## src/inc/async_sysctl_pkg.sv

```systemverilog
package async_sysctl_pkg;

	localparam int ADDR_W = 12;
	localparam int DATA_W = 32;

	// Register byte offsets
	localparam logic [11:0] OFS_RESET_CTRL      = 12'h000;
	localparam logic [11:0] OFS_RESET_SET       = 12'h004;
	localparam logic [11:0] OFS_RESET_CLR       = 12'h008;
	localparam logic [11:0] OFS_GATE_CTRL       = 12'h010;
	localparam logic [11:0] OFS_GATE_SET        = 12'h014;
	localparam logic [11:0] OFS_GATE_CLR        = 12'h018;
	localparam logic [11:0] OFS_SRC_SEL         = 12'h020;
	localparam logic [11:0] OFS_CLK_DIV         = 12'h030;
	localparam logic [11:0] OFS_BROWNOUT        = 12'h044;
	localparam logic [11:0] OFS_IRQ_STATUS      = 12'h050;
	localparam logic [11:0] OFS_IRQ_MASK        = 12'h054;

	// Implemented bits of the reset and gate registers
	localparam int          TIMER3_BIT          = 13;
	localparam logic [31:0] RESET_CTRL_IMPL     = 32'h0000_2000;
	localparam logic [31:0] GATE_CTRL_IMPL      = 32'h0000_2000;
	localparam logic [31:0] RESET_CTRL_RST      = 32'h0000_0000;
	localparam logic [31:0] GATE_CTRL_RST       = 32'h0000_0000;

	// Source selector
	localparam int          SRC_SEL_W           = 2;
	localparam logic [1:0]  SRC_MAIN            = 2'h0;
	localparam logic [1:0]  SRC_RC_OSC          = 2'h1;
	localparam logic [1:0]  SRC_SEL_RST         = 2'h0;

	// Divider
	localparam int          DIV_W               = 8;
	localparam logic [7:0]  DIV_RST             = 8'h01;

	// Brown-out control field positions
	localparam int          BO_RST_LVL_LSB      = 0;
	localparam int          BO_RST_ENA_BIT      = 2;
	localparam int          BO_IRQ_LVL_LSB      = 3;
	localparam int          BO_IRQ_ENA_BIT      = 5;
	localparam int          BO_RST_FLAG_BIT     = 6;
	localparam int          BO_IRQ_FLAG_BIT     = 7;
	localparam logic [7:0]  BROWNOUT_RST        = 8'h00;

	// Interrupt status bits
	localparam int          IRQ_W               = 2;
	localparam int          IRQ_SWITCH_DONE     = 0;
	localparam int          IRQ_BROWNOUT        = 1;
	localparam logic [1:0]  IRQ_RST             = 2'h0;

	typedef struct packed {
		logic              wr;
		logic              rd;
		logic [ADDR_W-1:0] addr;
		logic [DATA_W-1:0] wdata;
	} bus_req_t;

	typedef struct packed {
		logic       sleep;
		logic       deep_sleep;
		logic [3:0] below_rst_lvl;
		logic [3:0] below_irq_lvl;
	} supply_status_t;

	typedef enum logic [1:0] {
		SEL_IDLE,
		SEL_DROP_OLD,
		SEL_PICK_NEW
	} sel_state_t;

endpackage

```

## src/rtl/async_sysctl.sv

```systemverilog
`timescale 1ns/10ps
module async_sysctl (
	input  wire logic                           sys_clk,
	input  wire logic                           rst_b,
	input  wire async_sysctl_pkg::bus_req_t     bus_req,
	output logic [31:0]                         rd_data,
	input  wire logic                           main_clk_tick,
	input  wire logic                           rc_osc_tick,
	input  wire async_sysctl_pkg::supply_status_t supply,
	output logic                                bus_clk_pulse,
	output logic                                timer3_clk_en,
	output logic                                timer3_reset,
	output logic                                brownout_reset_req,
	output logic                                brownout_irq,
	output logic                                wake_req,
	output logic                                irq
);

	////////////////////////////////////////////////////////////////////////
	// Reset release
	logic rst_meta_ff;
	logic rst_sync_ff;

	always_ff @(posedge sys_clk or negedge rst_b) begin
		if (!rst_b) begin
			rst_meta_ff <= 1'b0;
			rst_sync_ff <= 1'b0;
		end else begin
			rst_meta_ff <= 1'b1;
			rst_sync_ff <= rst_meta_ff;
		end
	end

	wire logic rst_n_sync = rst_sync_ff;

	////////////////////////////////////////////////////////////////////////
	// Decode
	function automatic logic hit(input logic [11:0] a, input logic [11:0] ofs);
		hit = (a == ofs);
	endfunction
	function automatic logic [31:0] set_clr(input logic [31:0] cur, input logic [31:0] d,
		input logic [31:0] impl, input logic set);
		set_clr = set ? (cur | (d & impl)) : (cur & ~(d & impl));
	endfunction

	wire logic wr_rst_ctrl = bus_req.wr && hit(bus_req.addr, async_sysctl_pkg::OFS_RESET_CTRL);
	wire logic wr_rst_set  = bus_req.wr && hit(bus_req.addr, async_sysctl_pkg::OFS_RESET_SET);
	wire logic wr_rst_clr  = bus_req.wr && hit(bus_req.addr, async_sysctl_pkg::OFS_RESET_CLR);
	wire logic wr_gate     = bus_req.wr && hit(bus_req.addr, async_sysctl_pkg::OFS_GATE_CTRL);
	wire logic wr_gate_set = bus_req.wr && hit(bus_req.addr, async_sysctl_pkg::OFS_GATE_SET);
	wire logic wr_gate_clr = bus_req.wr && hit(bus_req.addr, async_sysctl_pkg::OFS_GATE_CLR);
	wire logic wr_src      = bus_req.wr && hit(bus_req.addr, async_sysctl_pkg::OFS_SRC_SEL);
	wire logic wr_div      = bus_req.wr && hit(bus_req.addr, async_sysctl_pkg::OFS_CLK_DIV);
	wire logic wr_bo       = bus_req.wr && hit(bus_req.addr, async_sysctl_pkg::OFS_BROWNOUT);
	wire logic wr_irq_st   = bus_req.wr && hit(bus_req.addr, async_sysctl_pkg::OFS_IRQ_STATUS);
	wire logic wr_irq_mask = bus_req.wr && hit(bus_req.addr, async_sysctl_pkg::OFS_IRQ_MASK);

	////////////////////////////////////////////////////////////////////////
	// Reset control and clock gate registers
	logic [31:0] reset_ctrl_ff;
	logic [31:0] gate_ctrl_ff;

	always_ff @(posedge sys_clk or negedge rst_n_sync) begin
		if (!rst_n_sync) begin
			reset_ctrl_ff <= async_sysctl_pkg::RESET_CTRL_RST;
		end else if (wr_rst_ctrl) begin
			reset_ctrl_ff <= bus_req.wdata & async_sysctl_pkg::RESET_CTRL_IMPL;
		end else if (wr_rst_set) begin
			reset_ctrl_ff <= set_clr(reset_ctrl_ff, bus_req.wdata,
				async_sysctl_pkg::RESET_CTRL_IMPL, 1'b1);
		end else if (wr_rst_clr) begin
			reset_ctrl_ff <= set_clr(reset_ctrl_ff, bus_req.wdata,
				async_sysctl_pkg::RESET_CTRL_IMPL, 1'b0);
		end
	end

	always_ff @(posedge sys_clk or negedge rst_n_sync) begin
		if (!rst_n_sync) begin
			gate_ctrl_ff <= async_sysctl_pkg::GATE_CTRL_RST;
		end else if (wr_gate) begin
			gate_ctrl_ff <= bus_req.wdata & async_sysctl_pkg::GATE_CTRL_IMPL;
		end else if (wr_gate_set) begin
			gate_ctrl_ff <= set_clr(gate_ctrl_ff, bus_req.wdata,
				async_sysctl_pkg::GATE_CTRL_IMPL, 1'b1);
		end else if (wr_gate_clr) begin
			gate_ctrl_ff <= set_clr(gate_ctrl_ff, bus_req.wdata,
				async_sysctl_pkg::GATE_CTRL_IMPL, 1'b0);
		end
	end

	always_ff @(posedge sys_clk or negedge rst_n_sync) begin
		if (!rst_n_sync) begin
			timer3_reset <= 1'b0;
		end else begin
			timer3_reset <= reset_ctrl_ff[async_sysctl_pkg::TIMER3_BIT];
		end
	end

	////////////////////////////////////////////////////////////////////////
	// Source selector with handover
	logic [1:0]                      src_req_ff;
	logic [1:0]                      active_src_ff;
	async_sysctl_pkg::sel_state_t    sel_state_ff;

	function automatic logic src_tick(input logic [1:0] s, input logic m, input logic r);
		case (s)
			async_sysctl_pkg::SRC_MAIN:   src_tick = m;
			async_sysctl_pkg::SRC_RC_OSC: src_tick = r;
			default:                      src_tick = 1'b0;
		endcase
	endfunction
	wire logic old_tick = src_tick(active_src_ff, main_clk_tick, rc_osc_tick);
	wire logic new_tick = src_tick(src_req_ff, main_clk_tick, rc_osc_tick);
	wire logic switch_done = (sel_state_ff == async_sysctl_pkg::SEL_PICK_NEW) && new_tick;

	always_ff @(posedge sys_clk or negedge rst_n_sync) begin
		if (!rst_n_sync) begin
			src_req_ff <= async_sysctl_pkg::SRC_SEL_RST;
		end else if (wr_src) begin
			src_req_ff <= bus_req.wdata[1:0];
		end
	end

	// A reserved code leaves the old source parked off; a stopped old clock stalls here
	always_ff @(posedge sys_clk or negedge rst_n_sync) begin
		if (!rst_n_sync) begin
			sel_state_ff  <= async_sysctl_pkg::SEL_IDLE;
			active_src_ff <= async_sysctl_pkg::SRC_SEL_RST;
		end else begin
			case (sel_state_ff)
				async_sysctl_pkg::SEL_IDLE: begin
					if (src_req_ff != active_src_ff) begin
						sel_state_ff <= async_sysctl_pkg::SEL_DROP_OLD;
					end
				end
				async_sysctl_pkg::SEL_DROP_OLD: begin
					if (old_tick || active_src_ff[1]) begin
						sel_state_ff <= async_sysctl_pkg::SEL_PICK_NEW;
					end
				end
				async_sysctl_pkg::SEL_PICK_NEW: begin
					if (new_tick || src_req_ff[1]) begin
						active_src_ff <= src_req_ff;
						sel_state_ff  <= async_sysctl_pkg::SEL_IDLE;
					end
				end
				default: begin
					sel_state_ff <= async_sysctl_pkg::SEL_IDLE;
				end
			endcase
		end
	end

	////////////////////////////////////////////////////////////////////////
	// Divider and gates
	logic [7:0] div_ff;
	logic [7:0] div_cnt_ff;
	wire logic  src_live = (sel_state_ff == async_sysctl_pkg::SEL_IDLE) && old_tick;

	always_ff @(posedge sys_clk or negedge rst_n_sync) begin
		if (!rst_n_sync) begin
			div_ff <= async_sysctl_pkg::DIV_RST;
		end else if (wr_div) begin
			div_ff <= bus_req.wdata[7:0];
		end
	end

	always_ff @(posedge sys_clk or negedge rst_n_sync) begin
		if (!rst_n_sync) begin
			div_cnt_ff    <= 8'h00;
			bus_clk_pulse <= 1'b0;
		end else if (div_ff == 8'h00) begin
			div_cnt_ff    <= 8'h00;
			bus_clk_pulse <= 1'b0;
		end else if (src_live) begin
			if (div_cnt_ff + 8'h01 >= div_ff) begin
				div_cnt_ff    <= 8'h00;
				bus_clk_pulse <= 1'b1;
			end else begin
				div_cnt_ff    <= div_cnt_ff + 8'h01;
				bus_clk_pulse <= 1'b0;
			end
		end else begin
			bus_clk_pulse <= 1'b0;
		end
	end

	always_ff @(posedge sys_clk or negedge rst_n_sync) begin
		if (!rst_n_sync) begin
			timer3_clk_en <= 1'b0;
		end else begin
			timer3_clk_en <= bus_clk_pulse && gate_ctrl_ff[async_sysctl_pkg::TIMER3_BIT];
		end
	end

	////////////////////////////////////////////////////////////////////////
	// Brown-out detector control
	logic [5:0]      bo_cfg_ff;
	logic [1:0]      bo_flag_ff;
	wire logic [7:0] bo_ff = {bo_flag_ff, bo_cfg_ff};
	wire logic [1:0] rst_lvl = bo_ff[async_sysctl_pkg::BO_RST_LVL_LSB +: 2];
	wire logic [1:0] irq_lvl = bo_ff[async_sysctl_pkg::BO_IRQ_LVL_LSB +: 2];
	wire logic bo_rst_hit = bo_ff[async_sysctl_pkg::BO_RST_ENA_BIT] &&
		supply.below_rst_lvl[rst_lvl];
	wire logic bo_irq_hit = bo_ff[async_sysctl_pkg::BO_IRQ_ENA_BIT] &&
		supply.below_irq_lvl[irq_lvl];
	wire logic bo_rst_w1c = wr_bo && bus_req.wdata[async_sysctl_pkg::BO_RST_FLAG_BIT];
	wire logic bo_irq_w1c = wr_bo && bus_req.wdata[async_sysctl_pkg::BO_IRQ_FLAG_BIT];

	always_ff @(posedge sys_clk or negedge rst_n_sync) begin
		if (!rst_n_sync) begin
			bo_cfg_ff <= async_sysctl_pkg::BROWNOUT_RST[5:0];
		end else if (wr_bo) begin
			bo_cfg_ff <= bus_req.wdata[5:0];
		end
	end

	// Flags survive only if this block sits on a reset the brown-out request does not drive
	always_ff @(posedge sys_clk or negedge rst_n_sync) begin
		if (!rst_n_sync) begin
			bo_flag_ff <= async_sysctl_pkg::BROWNOUT_RST[7:6];
		end else begin
			if (brownout_reset_req) begin
				bo_flag_ff[0] <= 1'b1;
			end else if (bo_rst_w1c) begin
				bo_flag_ff[0] <= 1'b0;
			end
			if (bo_irq_hit) begin
				bo_flag_ff[1] <= 1'b1;
			end else if (bo_irq_w1c) begin
				bo_flag_ff[1] <= 1'b0;
			end
		end
	end

	always_ff @(posedge sys_clk or negedge rst_n_sync) begin
		if (!rst_n_sync) begin
			brownout_reset_req <= 1'b0;
			brownout_irq       <= 1'b0;
			wake_req           <= 1'b0;
		end else begin
			brownout_reset_req <= bo_rst_hit;
			brownout_irq       <= bo_irq_hit;
			wake_req           <= (supply.sleep || supply.deep_sleep) &&
				(bo_rst_hit || bo_irq_hit);
		end
	end

	////////////////////////////////////////////////////////////////////////
	// Interrupt status and mask
	logic [1:0] irq_st_ff;
	logic [1:0] irq_mask_ff;
	logic [1:0] nxt_irq_ev;

	always_comb begin
		nxt_irq_ev = 2'h0;
		nxt_irq_ev[async_sysctl_pkg::IRQ_SWITCH_DONE] = switch_done;
		nxt_irq_ev[async_sysctl_pkg::IRQ_BROWNOUT]    = bo_irq_hit;
	end

	// Set beats a simultaneous write-one clear
	always_ff @(posedge sys_clk or negedge rst_n_sync) begin
		if (!rst_n_sync) begin
			irq_st_ff <= async_sysctl_pkg::IRQ_RST;
		end else begin
			irq_st_ff <= (irq_st_ff & ~(wr_irq_st ? bus_req.wdata[1:0] : 2'h0)) | nxt_irq_ev;
		end
	end

	always_ff @(posedge sys_clk or negedge rst_n_sync) begin
		if (!rst_n_sync) begin
			irq_mask_ff <= async_sysctl_pkg::IRQ_RST;
		end else if (wr_irq_mask) begin
			irq_mask_ff <= bus_req.wdata[1:0];
		end
	end

	always_ff @(posedge sys_clk or negedge rst_n_sync) begin
		if (!rst_n_sync) begin
			irq <= 1'b0;
		end else begin
			irq <= |(nxt_irq_ev & irq_mask_ff) ||
				|(irq_st_ff & ~(wr_irq_st ? bus_req.wdata[1:0] : 2'h0) & irq_mask_ff);
		end
	end

	////////////////////////////////////////////////////////////////////////
	// Read port
	logic [31:0] nxt_rd;

	always_comb begin
		nxt_rd = 32'h0000_0000;
		case (bus_req.addr)
			async_sysctl_pkg::OFS_RESET_CTRL: nxt_rd = reset_ctrl_ff;
			async_sysctl_pkg::OFS_GATE_CTRL:  nxt_rd = gate_ctrl_ff;
			async_sysctl_pkg::OFS_SRC_SEL:    nxt_rd = {30'h0, src_req_ff};
			async_sysctl_pkg::OFS_CLK_DIV:    nxt_rd = {24'h0, div_ff};
			async_sysctl_pkg::OFS_BROWNOUT:   nxt_rd = {24'h0, bo_ff};
			async_sysctl_pkg::OFS_IRQ_STATUS: nxt_rd = {30'h0, irq_st_ff};
			async_sysctl_pkg::OFS_IRQ_MASK:   nxt_rd = {30'h0, irq_mask_ff};
			default:                          nxt_rd = 32'h0000_0000;
		endcase
	end

	always_ff @(posedge sys_clk or negedge rst_n_sync) begin
		if (!rst_n_sync) begin
			rd_data <= 32'h0000_0000;
		end else begin
			rd_data <= bus_req.rd ? nxt_rd : 32'h0000_0000;
		end
	end

	////////////////////////////////////////////////////////////////////////
	// Checks
	property p_rst_set;
		@(posedge sys_clk) disable iff (!rst_n_sync)
		wr_rst_set |=> reset_ctrl_ff ==
			($past(reset_ctrl_ff) | ($past(bus_req.wdata) & async_sysctl_pkg::RESET_CTRL_IMPL));
	endproperty
	a_rst_set: assert property (p_rst_set) else $error("reset set alias wrong");
	property p_rst_clr;
		@(posedge sys_clk) disable iff (!rst_n_sync)
		wr_rst_clr |=> reset_ctrl_ff ==
			($past(reset_ctrl_ff) & ~($past(bus_req.wdata) & async_sysctl_pkg::RESET_CTRL_IMPL));
	endproperty
	a_rst_clr: assert property (p_rst_clr) else $error("reset clear alias wrong");
	property p_alias_reads_zero;
		@(posedge sys_clk) disable iff (!rst_n_sync)
		bus_req.rd && (hit(bus_req.addr, async_sysctl_pkg::OFS_RESET_SET) ||
			hit(bus_req.addr, async_sysctl_pkg::OFS_GATE_CLR)) |=> rd_data == 32'h0000_0000;
	endproperty
	a_alias_reads_zero: assert property (p_alias_reads_zero) else $error("alias read nonzero");
	property p_div_zero_stops;
		@(posedge sys_clk) disable iff (!rst_n_sync)
		(div_ff == 8'h00) [*2] |-> !bus_clk_pulse ##1 !timer3_clk_en;
	endproperty
	a_div_zero_stops: assert property (p_div_zero_stops) else $error("clock runs at div 0");
	property p_timer3_gate;
		@(posedge sys_clk) disable iff (!rst_n_sync)
		timer3_clk_en |-> $past(gate_ctrl_ff[async_sysctl_pkg::TIMER3_BIT]) && $past(bus_clk_pulse);
	endproperty
	a_timer3_gate: assert property (p_timer3_gate) else $error("timer3 clock ungated");
	property p_gate_set;
		@(posedge sys_clk) disable iff (!rst_n_sync)
		wr_gate_set && bus_req.wdata[async_sysctl_pkg::TIMER3_BIT]
			|=> gate_ctrl_ff[async_sysctl_pkg::TIMER3_BIT] ##0 gate_ctrl_ff[12:0] == 13'h0;
	endproperty
	a_gate_set: assert property (p_gate_set) else $error("gate set alias wrong");
	property p_gate_clr;
		@(posedge sys_clk) disable iff (!rst_n_sync)
		wr_gate_clr && bus_req.wdata[async_sysctl_pkg::TIMER3_BIT]
			|=> !gate_ctrl_ff[async_sysctl_pkg::TIMER3_BIT];
	endproperty
	a_gate_clr: assert property (p_gate_clr) else $error("gate clear alias wrong");
	property p_switch_waits;
		@(posedge sys_clk) disable iff (!rst_n_sync)
		(active_src_ff != $past(active_src_ff)) |->
			$past(sel_state_ff) == async_sysctl_pkg::SEL_PICK_NEW;
	endproperty
	a_switch_waits: assert property (p_switch_waits) else $error("source switched early");
	// Request follows the hit by one cycle, the flag by two
	property p_rst_flag;
		@(posedge sys_clk) disable iff (!rst_n_sync)
		bo_rst_hit |=> brownout_reset_req ##1 bo_ff[async_sysctl_pkg::BO_RST_FLAG_BIT];
	endproperty
	a_rst_flag: assert property (p_rst_flag) else $error("reset flag not set");
	property p_irq_flag;
		@(posedge sys_clk) disable iff (!rst_n_sync)
		bo_irq_hit |=> bo_ff[async_sysctl_pkg::BO_IRQ_FLAG_BIT] && brownout_irq;
	endproperty
	a_irq_flag: assert property (p_irq_flag) else $error("irq flag not set");
	property p_wake;
		@(posedge sys_clk) disable iff (!rst_n_sync)
		supply.deep_sleep && bo_irq_hit |=> wake_req;
	endproperty
	a_wake: assert property (p_wake) else $error("no wake on brown-out");
	c_switch: cover property (@(posedge sys_clk) disable iff (!rst_n_sync) switch_done);
	c_bo_wake: cover property (@(posedge sys_clk) disable iff (!rst_n_sync) wake_req && irq);
	c_t3: cover property (@(posedge sys_clk) disable iff (!rst_n_sync) timer3_clk_en);

endmodule

```

## config.mk

```make
export PLATFORM = sky130hd
export DESIGN_NAME = async_sysctl
export DESIGN_NICKNAME = d
export VERILOG_FILES = /design/src/inc/async_sysctl_pkg.sv /design/src/rtl/async_sysctl.sv
export SDC_FILE = /design/constraint.sdc
export NUM_CORES = 1
export LEC_CHECK = 0
export ABC_AREA = 0
export BUFFER_PORTS_ARGS = -buffer_cell sky130_fd_sc_hd__buf_2
export CAP_MARGIN = 20
export CORE_MARGIN = 3
export CORE_UTILIZATION = 45
export CTS_CLUSTER_DIAMETER = 200
export DETAILED_ROUTE_END_ITERATION = 7
export GPL_ROUTABILITY_DRIVEN = 0
export PLACE_DENSITY = 0.82
export SLEW_MARGIN = 20
export SYNTH_ARGS = -nofsm -noshare
export SYNTH_HDL_FRONTEND = slang
export SYNTH_SLANG_ARGS = --single-unit
```

## constraint.sdc

```tcl
create_clock -name sys_clk -period 1.69 [get_ports sys_clk]
set_clock_uncertainty 0.05 [all_clocks]
set_input_delay 0.0845 -clock sys_clk [delete_from_list [all_inputs] [get_ports sys_clk]]
set_output_delay 0.0845 -clock sys_clk [all_outputs]
set_load 0.005 [all_outputs]
```

-- Word level (Yosys, flattened, before mapping)
Cells that the tools add are included.
- add/sub/neg operators: 1
- magnitude comparators: 3
- equality and inequality tests: 18
- muxes and demuxes: 29
- bitwise operators: 10
- reductions and logical operators: 38
- operator list (cell ; count):
    32-bit two-way mux ; 7
    32-bit one-hot mux with 7 select lines ; 1
    32-bit bitwise AND ; 2
    32-bit by 14-bit bitwise OR with 32-bit output ; 2
    12-bit by 5-bit == test with 1-bit output, second input constant ; 3
    12-bit by 7-bit == test with 1-bit output, second input constant ; 3
    14-bit NOT with 32-bit output ; 1
    12-bit by 6-bit == test with 1-bit output, second input constant ; 2
    8-bit two-way mux ; 3
    1-bit logical AND ; 19
    12-bit by 3-bit == test with 1-bit output, second input constant ; 1
    12-bit by 4-bit == test with 1-bit output, second input constant ; 1
    12-bit logical NOT ; 1
    1-bit two-way mux ; 9
    8-bit by 1-bit adder with 8-bit output, second input constant ; 1
    8-bit greater-or-equal comparator ; 1
    8-bit logical NOT ; 1
    2-bit two-way mux ; 4
    2-bit bitwise AND ; 3
    2-bit by 1-bit == test with 1-bit output, second input constant ; 3
    2-bit logical NOT ; 3
    2-bit by 3-bit < comparator with 1-bit output, second input constant ; 2
    2-bit one-hot mux with 3 select lines ; 1
    2-bit nonzero test ; 3
    other kinds (13) ; 22
- register bits after elaboration: 139
- bits of input ports: 60
- output and inout bits: 39

-- Depth between registers and ports, before layout
Gate-level depths: netlist (run 1).
- depth after elaboration: 8
- depth in mapped cells: 9
- mapped depth without buffers: 9

-- Worst setup path after synthesis (run 1)
OpenSTA, ideal clock, no wires.
- kind: register to register
- from: register div_cnt_ff[0]
- to: register div_cnt_ff[2]
- library setup time: 0.101 ns
- data arrival time: 2.165 ns
- setup slack: -0.626 ns
- stages on the path, launching flop included: 9
- path buffers: 0
- path through: dfrtp_1 ha_1 xor2_1 ha_1 or4_1 a21oi_1 o31a_1 nor2b_1 nor4_1
- word-level cells in the longest chain between the ends: 5
- RTL lines (element ; RTL line ; text):
    start, declared ; async_sysctl.sv:157 ; logic [7:0] div_cnt_ff;
    start signal, assigned ; async_sysctl.sv:180 ; div_cnt_ff <= div_cnt_ff + 8'h01;
    8-bit by 1-bit adder with 8-bit output * ; async_sysctl.sv:176, async_sysctl.sv:180 ;
    8-bit greater-or-equal comparator ; async_sysctl.sv:176 ; if (div_cnt_ff + 8'h01 >= div_ff) begin
    8-bit two-way mux * ; async_sysctl.sv:176 ;
    8-bit two-way mux * ; async_sysctl.sv:175 ; end else if (src_live) begin
    8-bit two-way mux * ; async_sysctl.sv:172 ; end else if (div_ff == 8'h00) begin
Every way passes the cells marked *; elsewhere a longest branch is shown, timed or not. The select of a mux whose other input is x is not followed.
A chain may end at the register's enable or synchronous reset.

-- Worst setup path in the final report (run 1)
- from: register div_cnt_ff[1]
- to: register div_cnt_ff[0]
- word-level cells in the longest chain between the ends: 5
- RTL lines (element ; RTL line):
    8-bit by 1-bit adder with 8-bit output ; async_sysctl.sv:176
    8-bit greater-or-equal comparator ; async_sysctl.sv:176
    8-bit two-way mux ; async_sysctl.sv:176
    8-bit two-way mux ; async_sysctl.sv:175
    8-bit two-way mux ; async_sysctl.sv:172
Every way passes these cells. The select of a mux whose other input is x is not followed.

==> results.ini, run 1 <==
[clock_tree]
cts.htree.levels = 2
clk-insertion-delay-late_ps = 310
clock_path_buffers = 2
clockRootBuffer = clkbuf_8
path_clk_slew_ps = 100
numCtsBuffers = 5
cts_tree = yes
cts.sinks = 55

[timing]
finalHoldViolCount = 0
fin_crit_ps = 2320
rsz0062_at_grt = true
timing.fmax_mhz = 432
setup_ws_ps = -626
drv_slew = 0
finalCritPeriodShare_pct = 137
relSlewSlack_pct = 64.8
worst_pin_slew_ps = 529
setup_viol = 9

[detailed_routing]
vias = 2348
drtIter0Drc = 82
drcViolationCount = 0
post_drt_wl_per_cell_um = 15.1
drt-total-wl_um = 6610
vias_per_cell = 5.37
drtPass1Iterations = 4
antenna_left = 0

[layout]
num_antenna_cells = 0
regArea_um2 = 1380
finalNetCount = 430
drive_gt1_share_pct = 45.3
final_cell_area_um2 = 3730
multi_input_area_um2 = 1350
area_growth_pct = 29.0
utilization_pct = 61.6
nFillCells = 494

[synth]
synthTopCellsByCount = 54 x dfrtp_1, 24 x buf_4, 15 x o21ai_0, 14 x inv_1, 13 x mux2_2
synth.avg_cell_area_um2 = 11.1
synth.most_common_cell = dfrtp_1
netlist_instances = 261
async_flop_share_pct = 100
syn-cell-area_um2 = 2900
ys_seq_area_share_pct = 47.6
synth_edf_count = 0
ys.flop_type = dfrtp_1
synth_largest_area_cell = dfrtp_1
ys_warn_count = 0
synth-seq-cells = 55
synth_top_area_share_pct = 46.7
yosysUniqueCellTypes = 51
syn-num-nets = 330
synth.area.top_cells = dfrtp_1 47%, buf_4 6.2%, mux2_2 5.1%

[critical_path]
cp-end-kind = register
critical_path_class = register to register
required_ps = 1900
worstPathMaxFanout = 5
cp.arrival_ps = 2530
startpoint_type = register

[global_routing]
grt_max_degree = 32
antenna_found_initial = 0
overflow = 0
grt_first_pass_wirelength_um = 10800
track_usage_pct = 18.3
grt_pass1_vias = 2331

[floorplan]
die_area_um2 = 7430
initial_core_util_pct = 47.8
die_h_um = 86.2
rows = 28
coreArea_um2 = 6060
ios = 99
die_w_um = 86.2

[power_and_ir_drop]
ir_worst_vdd_v = 0.000449
cellLeakagePower_nw = 1.91
power_density_nw_per_um2 = 738
power_w = 0.00276

[run]
maxCapViolations = 0

[placed_design]
placed_area_um2 = 3430
dp_hpwl_um = 4890
portBuffers = 75

[worst_hold_path]
hold_path.class = input pin to async pin

[outcome]
outcome = complete, but fails checks
violations = negative setup slack

## cells in the final DEF (no fill, tap or decap), drive strengths merged, types with 7 or more instances in the layout
cell / count
a21oi: 7
and3: 8
buf: 112
dfrtp: 54
dlygate4sd3: 10
ha: 9
inv: 14
mux2: 14
nand2: 11
nor2: 12
o21ai: 18
## repair_timing
item                                    4_1_cts  5_1_grt
endpoints found under the setup margin        9       10
hold endpoints to repair                     13        1
pin swaps                                     0        5
resized for setup                             2       14
hold buffers                                  9        1
setup buffers                                 0        5
## final cells by class
type	instances	share of cell area, %
timing repair buffer	122	20.6
clock inverter	3	0.536
inverter	14	1.41
tap	75	2.51
sequential	55	37.0
multi-input combinational	163	36.1
clock buffer	5	1.84
## sequential cells by signal (all words and copies together), names as in the netlist, 2 cells and up
name           cells
active_src_ff      2
bo_cfg_ff          6
bo_flag_ff         2
div_cnt_ff         8
div_ff             8
irq_mask_ff        2
irq_st_ff          2
rd_data           10
sel_state_ff       2
src_req_ff         2
## worst paths after layout
path	start	endpoint	cells after the start	slack, ps
setup reg to reg	div_cnt_ff[1]	div_cnt_ff[0]	10	-630
min in group sys_clk	bus_req[13]	gate_ctrl_ff[13]	3	20
hold / removal	rst_b	rst_n_sync	2	20
setup / recovery	div_cnt_ff[1]	div_cnt_ff[0]	10	-630
hold reg to reg	rst_n_sync	timer3_reset	0	200
max in group asynchronous	rst_n_sync	div_cnt_ff[1]	1	850
## power breakdown
group | internal [W] | leakage [nW] | switching [W]
Sequential | 0.00138 | 0.711 | 0.0000695
Combinational | 0.000319 | 1.16 | 0.000258
Clock | 0.000289 | 0.0402 | 0.000445
Total | 0.00198 | 1.91 | 0.000773
## metal layers
| metal | part of all wire [%] | wire (µm) | track usage [%] | vias up |
|---|---|---|---|---|
| met5 | 0 | 0 | 0 | - |
| li1 | - | - | - | 1132 |
| met3 | 5.4 | 355 | 3.90 | 9 |
| met2 | 52 | 3430 | 32.0 | 60 |
| met4 | 1.2 | 82 | 5.67 | 0 |
| met1 | 42 | 2750 | 22.7 | 1147 |
## cell families (layout without fill, tap and decap cells)
kind of cell / Yosys count / count (layout) / synth area share [%]
AO/OA/AOI/OAI: 54 / 54 / 13.1
multiplexers: 19 / 19 / 8.04
other: 2 / 2 / 0.259
XOR/XNOR: 7 / 7 / 2.12
AND/OR/NAND/NOR: 72 / 72 / 15.4
buffers and inverters: 43 / 144 / 9.55
adder cells (fa/ha/maj): 9 / 9 / 3.89
flip-flops: 55 / 55 / 47.6
## worst max-delay path, stage by stage (launching register included)
cell and delay (ps):
dfrtp_2 460, ha_4 200, xor2_1 170, ha_2 300
or3_4 370, a21oi_2 140, o31a_1 180, buf_4 140
buf_4 110, nand3b_1 70, nand2_1 70
## stage by stage
| step | instances | hold slack, ps | setup slack [ps] | setup TNS [ps] |
|---|---|---|---|---|
| after floorplan | 261 | -261 | -499 | -3820 |
| after global placement | 414 | -178 | -502 | -5870 |
| after detailed placement | 414 | -177 | -573 | -7370 |
| after CTS | 431 | 0.413 | -578 | -4710 |
| after global routing | 437 | 7.43 | -726 | -6220 |
| final | 437 | 15.8 | -626 | -5380 |
Note: power is estimated with default switching activity, not from simulation.
==> inputs of run 2 (changes only) <==
--- a/config.mk
+++ b/config.mk
@@ -13,7 +13,7 @@
 export CTS_CLUSTER_DIAMETER = 200
 export DETAILED_ROUTE_END_ITERATION = 7
 export GPL_ROUTABILITY_DRIVEN = 0
-export PLACE_DENSITY = 0.82
+export PLACE_DENSITY = 0.8
 export SLEW_MARGIN = 20
 export SYNTH_ARGS = -nofsm -noshare
 export SYNTH_HDL_FRONTEND = slang
==> run 2 against run 1 <==
  * The flow still finishes with violations (negative setup slack)
  * Sequential share of layout area down 0.38 points
  * Via count down 0.81%
  * Core utilization up 0.70 points
  * Sequential power about the same
  * Final cell count down 0.46%
  * Critical path depth down 1
  * Register-to-register slack worse by 20 ps
  * Count of clock-buffer cells in the layout unchanged
  * Worst setup slack worse by 20 ps
  * First-iteration DRC count up 99%
  * Die area unchanged
  * Combinational power up 1%
  * Critical path type unchanged
  * Critical endpoint is now div_cnt_ff[4]
==> results.ini, run 2 (same netlist as run 1, synthesis figures left out) <==
[critical_path]
required_ps = 1880
worstReg2RegStart = div_cnt_ff[1]
cp-end-kind = register
startpoint_type = register
crit_path_start = div_cnt_ff[1]
worstPathMaxFanout = 5
critical_path_class = register to register
cp.arrival_ps = 2530

[detailed_routing]
drt-total-wl_um = 6770
routed.top_layer = met4
vias = 2329
drcViolationCount = 0
antenna_left = 0
vias_per_cell = 5.35
met2_length_um = 3570
drtPass1Iterations = 5
post_drt_wl_per_cell_um = 15.6
drtIter0Drc = 163
route.met3.wl_um = 362
wl_met1_um = 2740

[timing]
timing.fmax_mhz = 428
finalHoldViolCount = 0
fin_hold_ws_ps = 22.1
fin_crit_ps = 2340
drv_slew = 0
finalCritPeriodShare_pct = 138
setup_viol = 9
rsz0062_at_grt = true
setup_ws_ps = -645

[run]
maxCapViolations = 0

[power_and_ir_drop]
comb_power_share_pct = 20.3
p_seq_share_pct = 50.0
p_clk_share_pct = 29.7
p_switching_w = 0.000763
swShare_pct = 26.5
ir_worst_vdd_v = 0.000527
power_density_nw_per_um2 = 763
cellLeakagePower_nw = 1.91
power.internal_w = 0.00212

[clock_tree]
cts.htree.levels = 2
cts.sinks = 55
numCtsBuffers = 5
clockRootBuffer = clkbuf_8
path_clk_slew_ps = 90
clk-insertion-delay-late_ps = 310
cts_tree = yes
clock_path_buffers = 2

[worst_hold_path]
hold_path.class = input pin to async pin

[floorplan]
coreArea_um2 = 6060
die_h_um = 86.2
die_area_um2 = 7430
rows = 28
ios = 99
initial_core_util_pct = 47.8
die_w_um = 86.2

[placed_design]
portBuffers = 75
dp_hpwl_um = 4910
placed_area_um2 = 3450

[layout]
utilization_pct = 62.3
final_cell_area_um2 = 3780
largest_register_ffs = 10
area_growth_pct = 30.4
reg_top3 = rd_data x10, div_cnt_ff x8, div_ff x8
nFillCells = 475
num_antenna_cells = 0
final_cell_mix = 75 x buf_2, 51 x dfrtp_1, 31 x buf_4, 14 x inv_1, 12 x nor2_1
final_common_cell = buf_2
finalNetCount = 429
top_register = rd_data
drive_gt1_share_pct = 46.1

[global_routing]
grt_pass1_vias = 2335
track_usage_pct = 18.6
antenna_found_initial = 0
overflow = 0
grt_max_degree = 54
grt_first_pass_wirelength_um = 11000

[outcome]
violations = negative setup slack
outcome = complete, but fails checks

[run 2: timing repair]
| item | CTS | global route |
|---|---|---|
| hold buffers | 9 | 0 |
| buffers inserted | 2 | 3 |
| setup endpoints to repair | 9 | 9 |
| pin swaps | 3 | 10 |
| endpoints found under the hold margin | 13 | 0 |
| gates resized for setup | 15 | 7 |
[run 2: stage by stage]
stage | TNS, ps | worst slack, ps | std cells | total power (W)
global route | -6230 | -718 | 435 | 0.00302
floorplan | -3820 | -499 | 261 | 0.00174
detailed placement | -7630 | -605 | 415 | 0.00195
finish | -5490 | -645 | 435 | 0.00288
global placement | -5790 | -521 | 415 | 0.00192
CTS | -4690 | -568 | 433 | 0.00286
[run 2: critical path, cell delays in order (launching register included)]
cell and delay [ps]:
dfrtp_2 460, ha_4 190, xor2_1 190, ha_2 310, or3_1 380, a21oi_2 140
o31a_1 180, buf_6 120, buf_6 100, a32o_1 160
[run 2: cell type report]
cell class                 instances  area (µm²)  area share, %
clock buffer                       5        68.8           1.82
clock inverter                     2        37.5          0.994
inverter                          14        52.6           1.39
multi-input combinational        163        1360           36.0
sequential                        55        1380           36.6
tap                               75        93.8           2.49
timing repair buffer             121         783           20.7
[run 2: path summary, 6_finish.rpt]
kind / end / slack [ps] / cells past startpoint
worst max register to register: div_cnt_ff[4] / -650 / 9
worst min register to register: src_req_ff[0] / 210 / 1
min in group sys_clk: reset_ctrl_ff[13] / 20 / 3
max in group asynchronous: div_ff[0] / 1100 / 1
worst max-delay path: div_cnt_ff[4] / -650 / 9
worst min-delay path: rst_n_sync / 20 / 2
[run 2: routing by layer]
layer	GRT usage (%)	up-vias
met5	0	-
met4	4.53	0
met3	3.80	10
met2	33.1	77
met1	23.1	1127
li1	-	1115
[run 2: power groups by stage]
stage	sequential [W]	clock [W]	combinational, W
after floorplan	0.00148	0	0.000263
final	0.00144	0.000855	0.000585
after global placement	0.00145	0	0.000472
after CTS	0.00143	0.000865	0.000561
after detailed placement	0.00145	0	0.000493
after global routing	0.00145	0.000928	0.000639
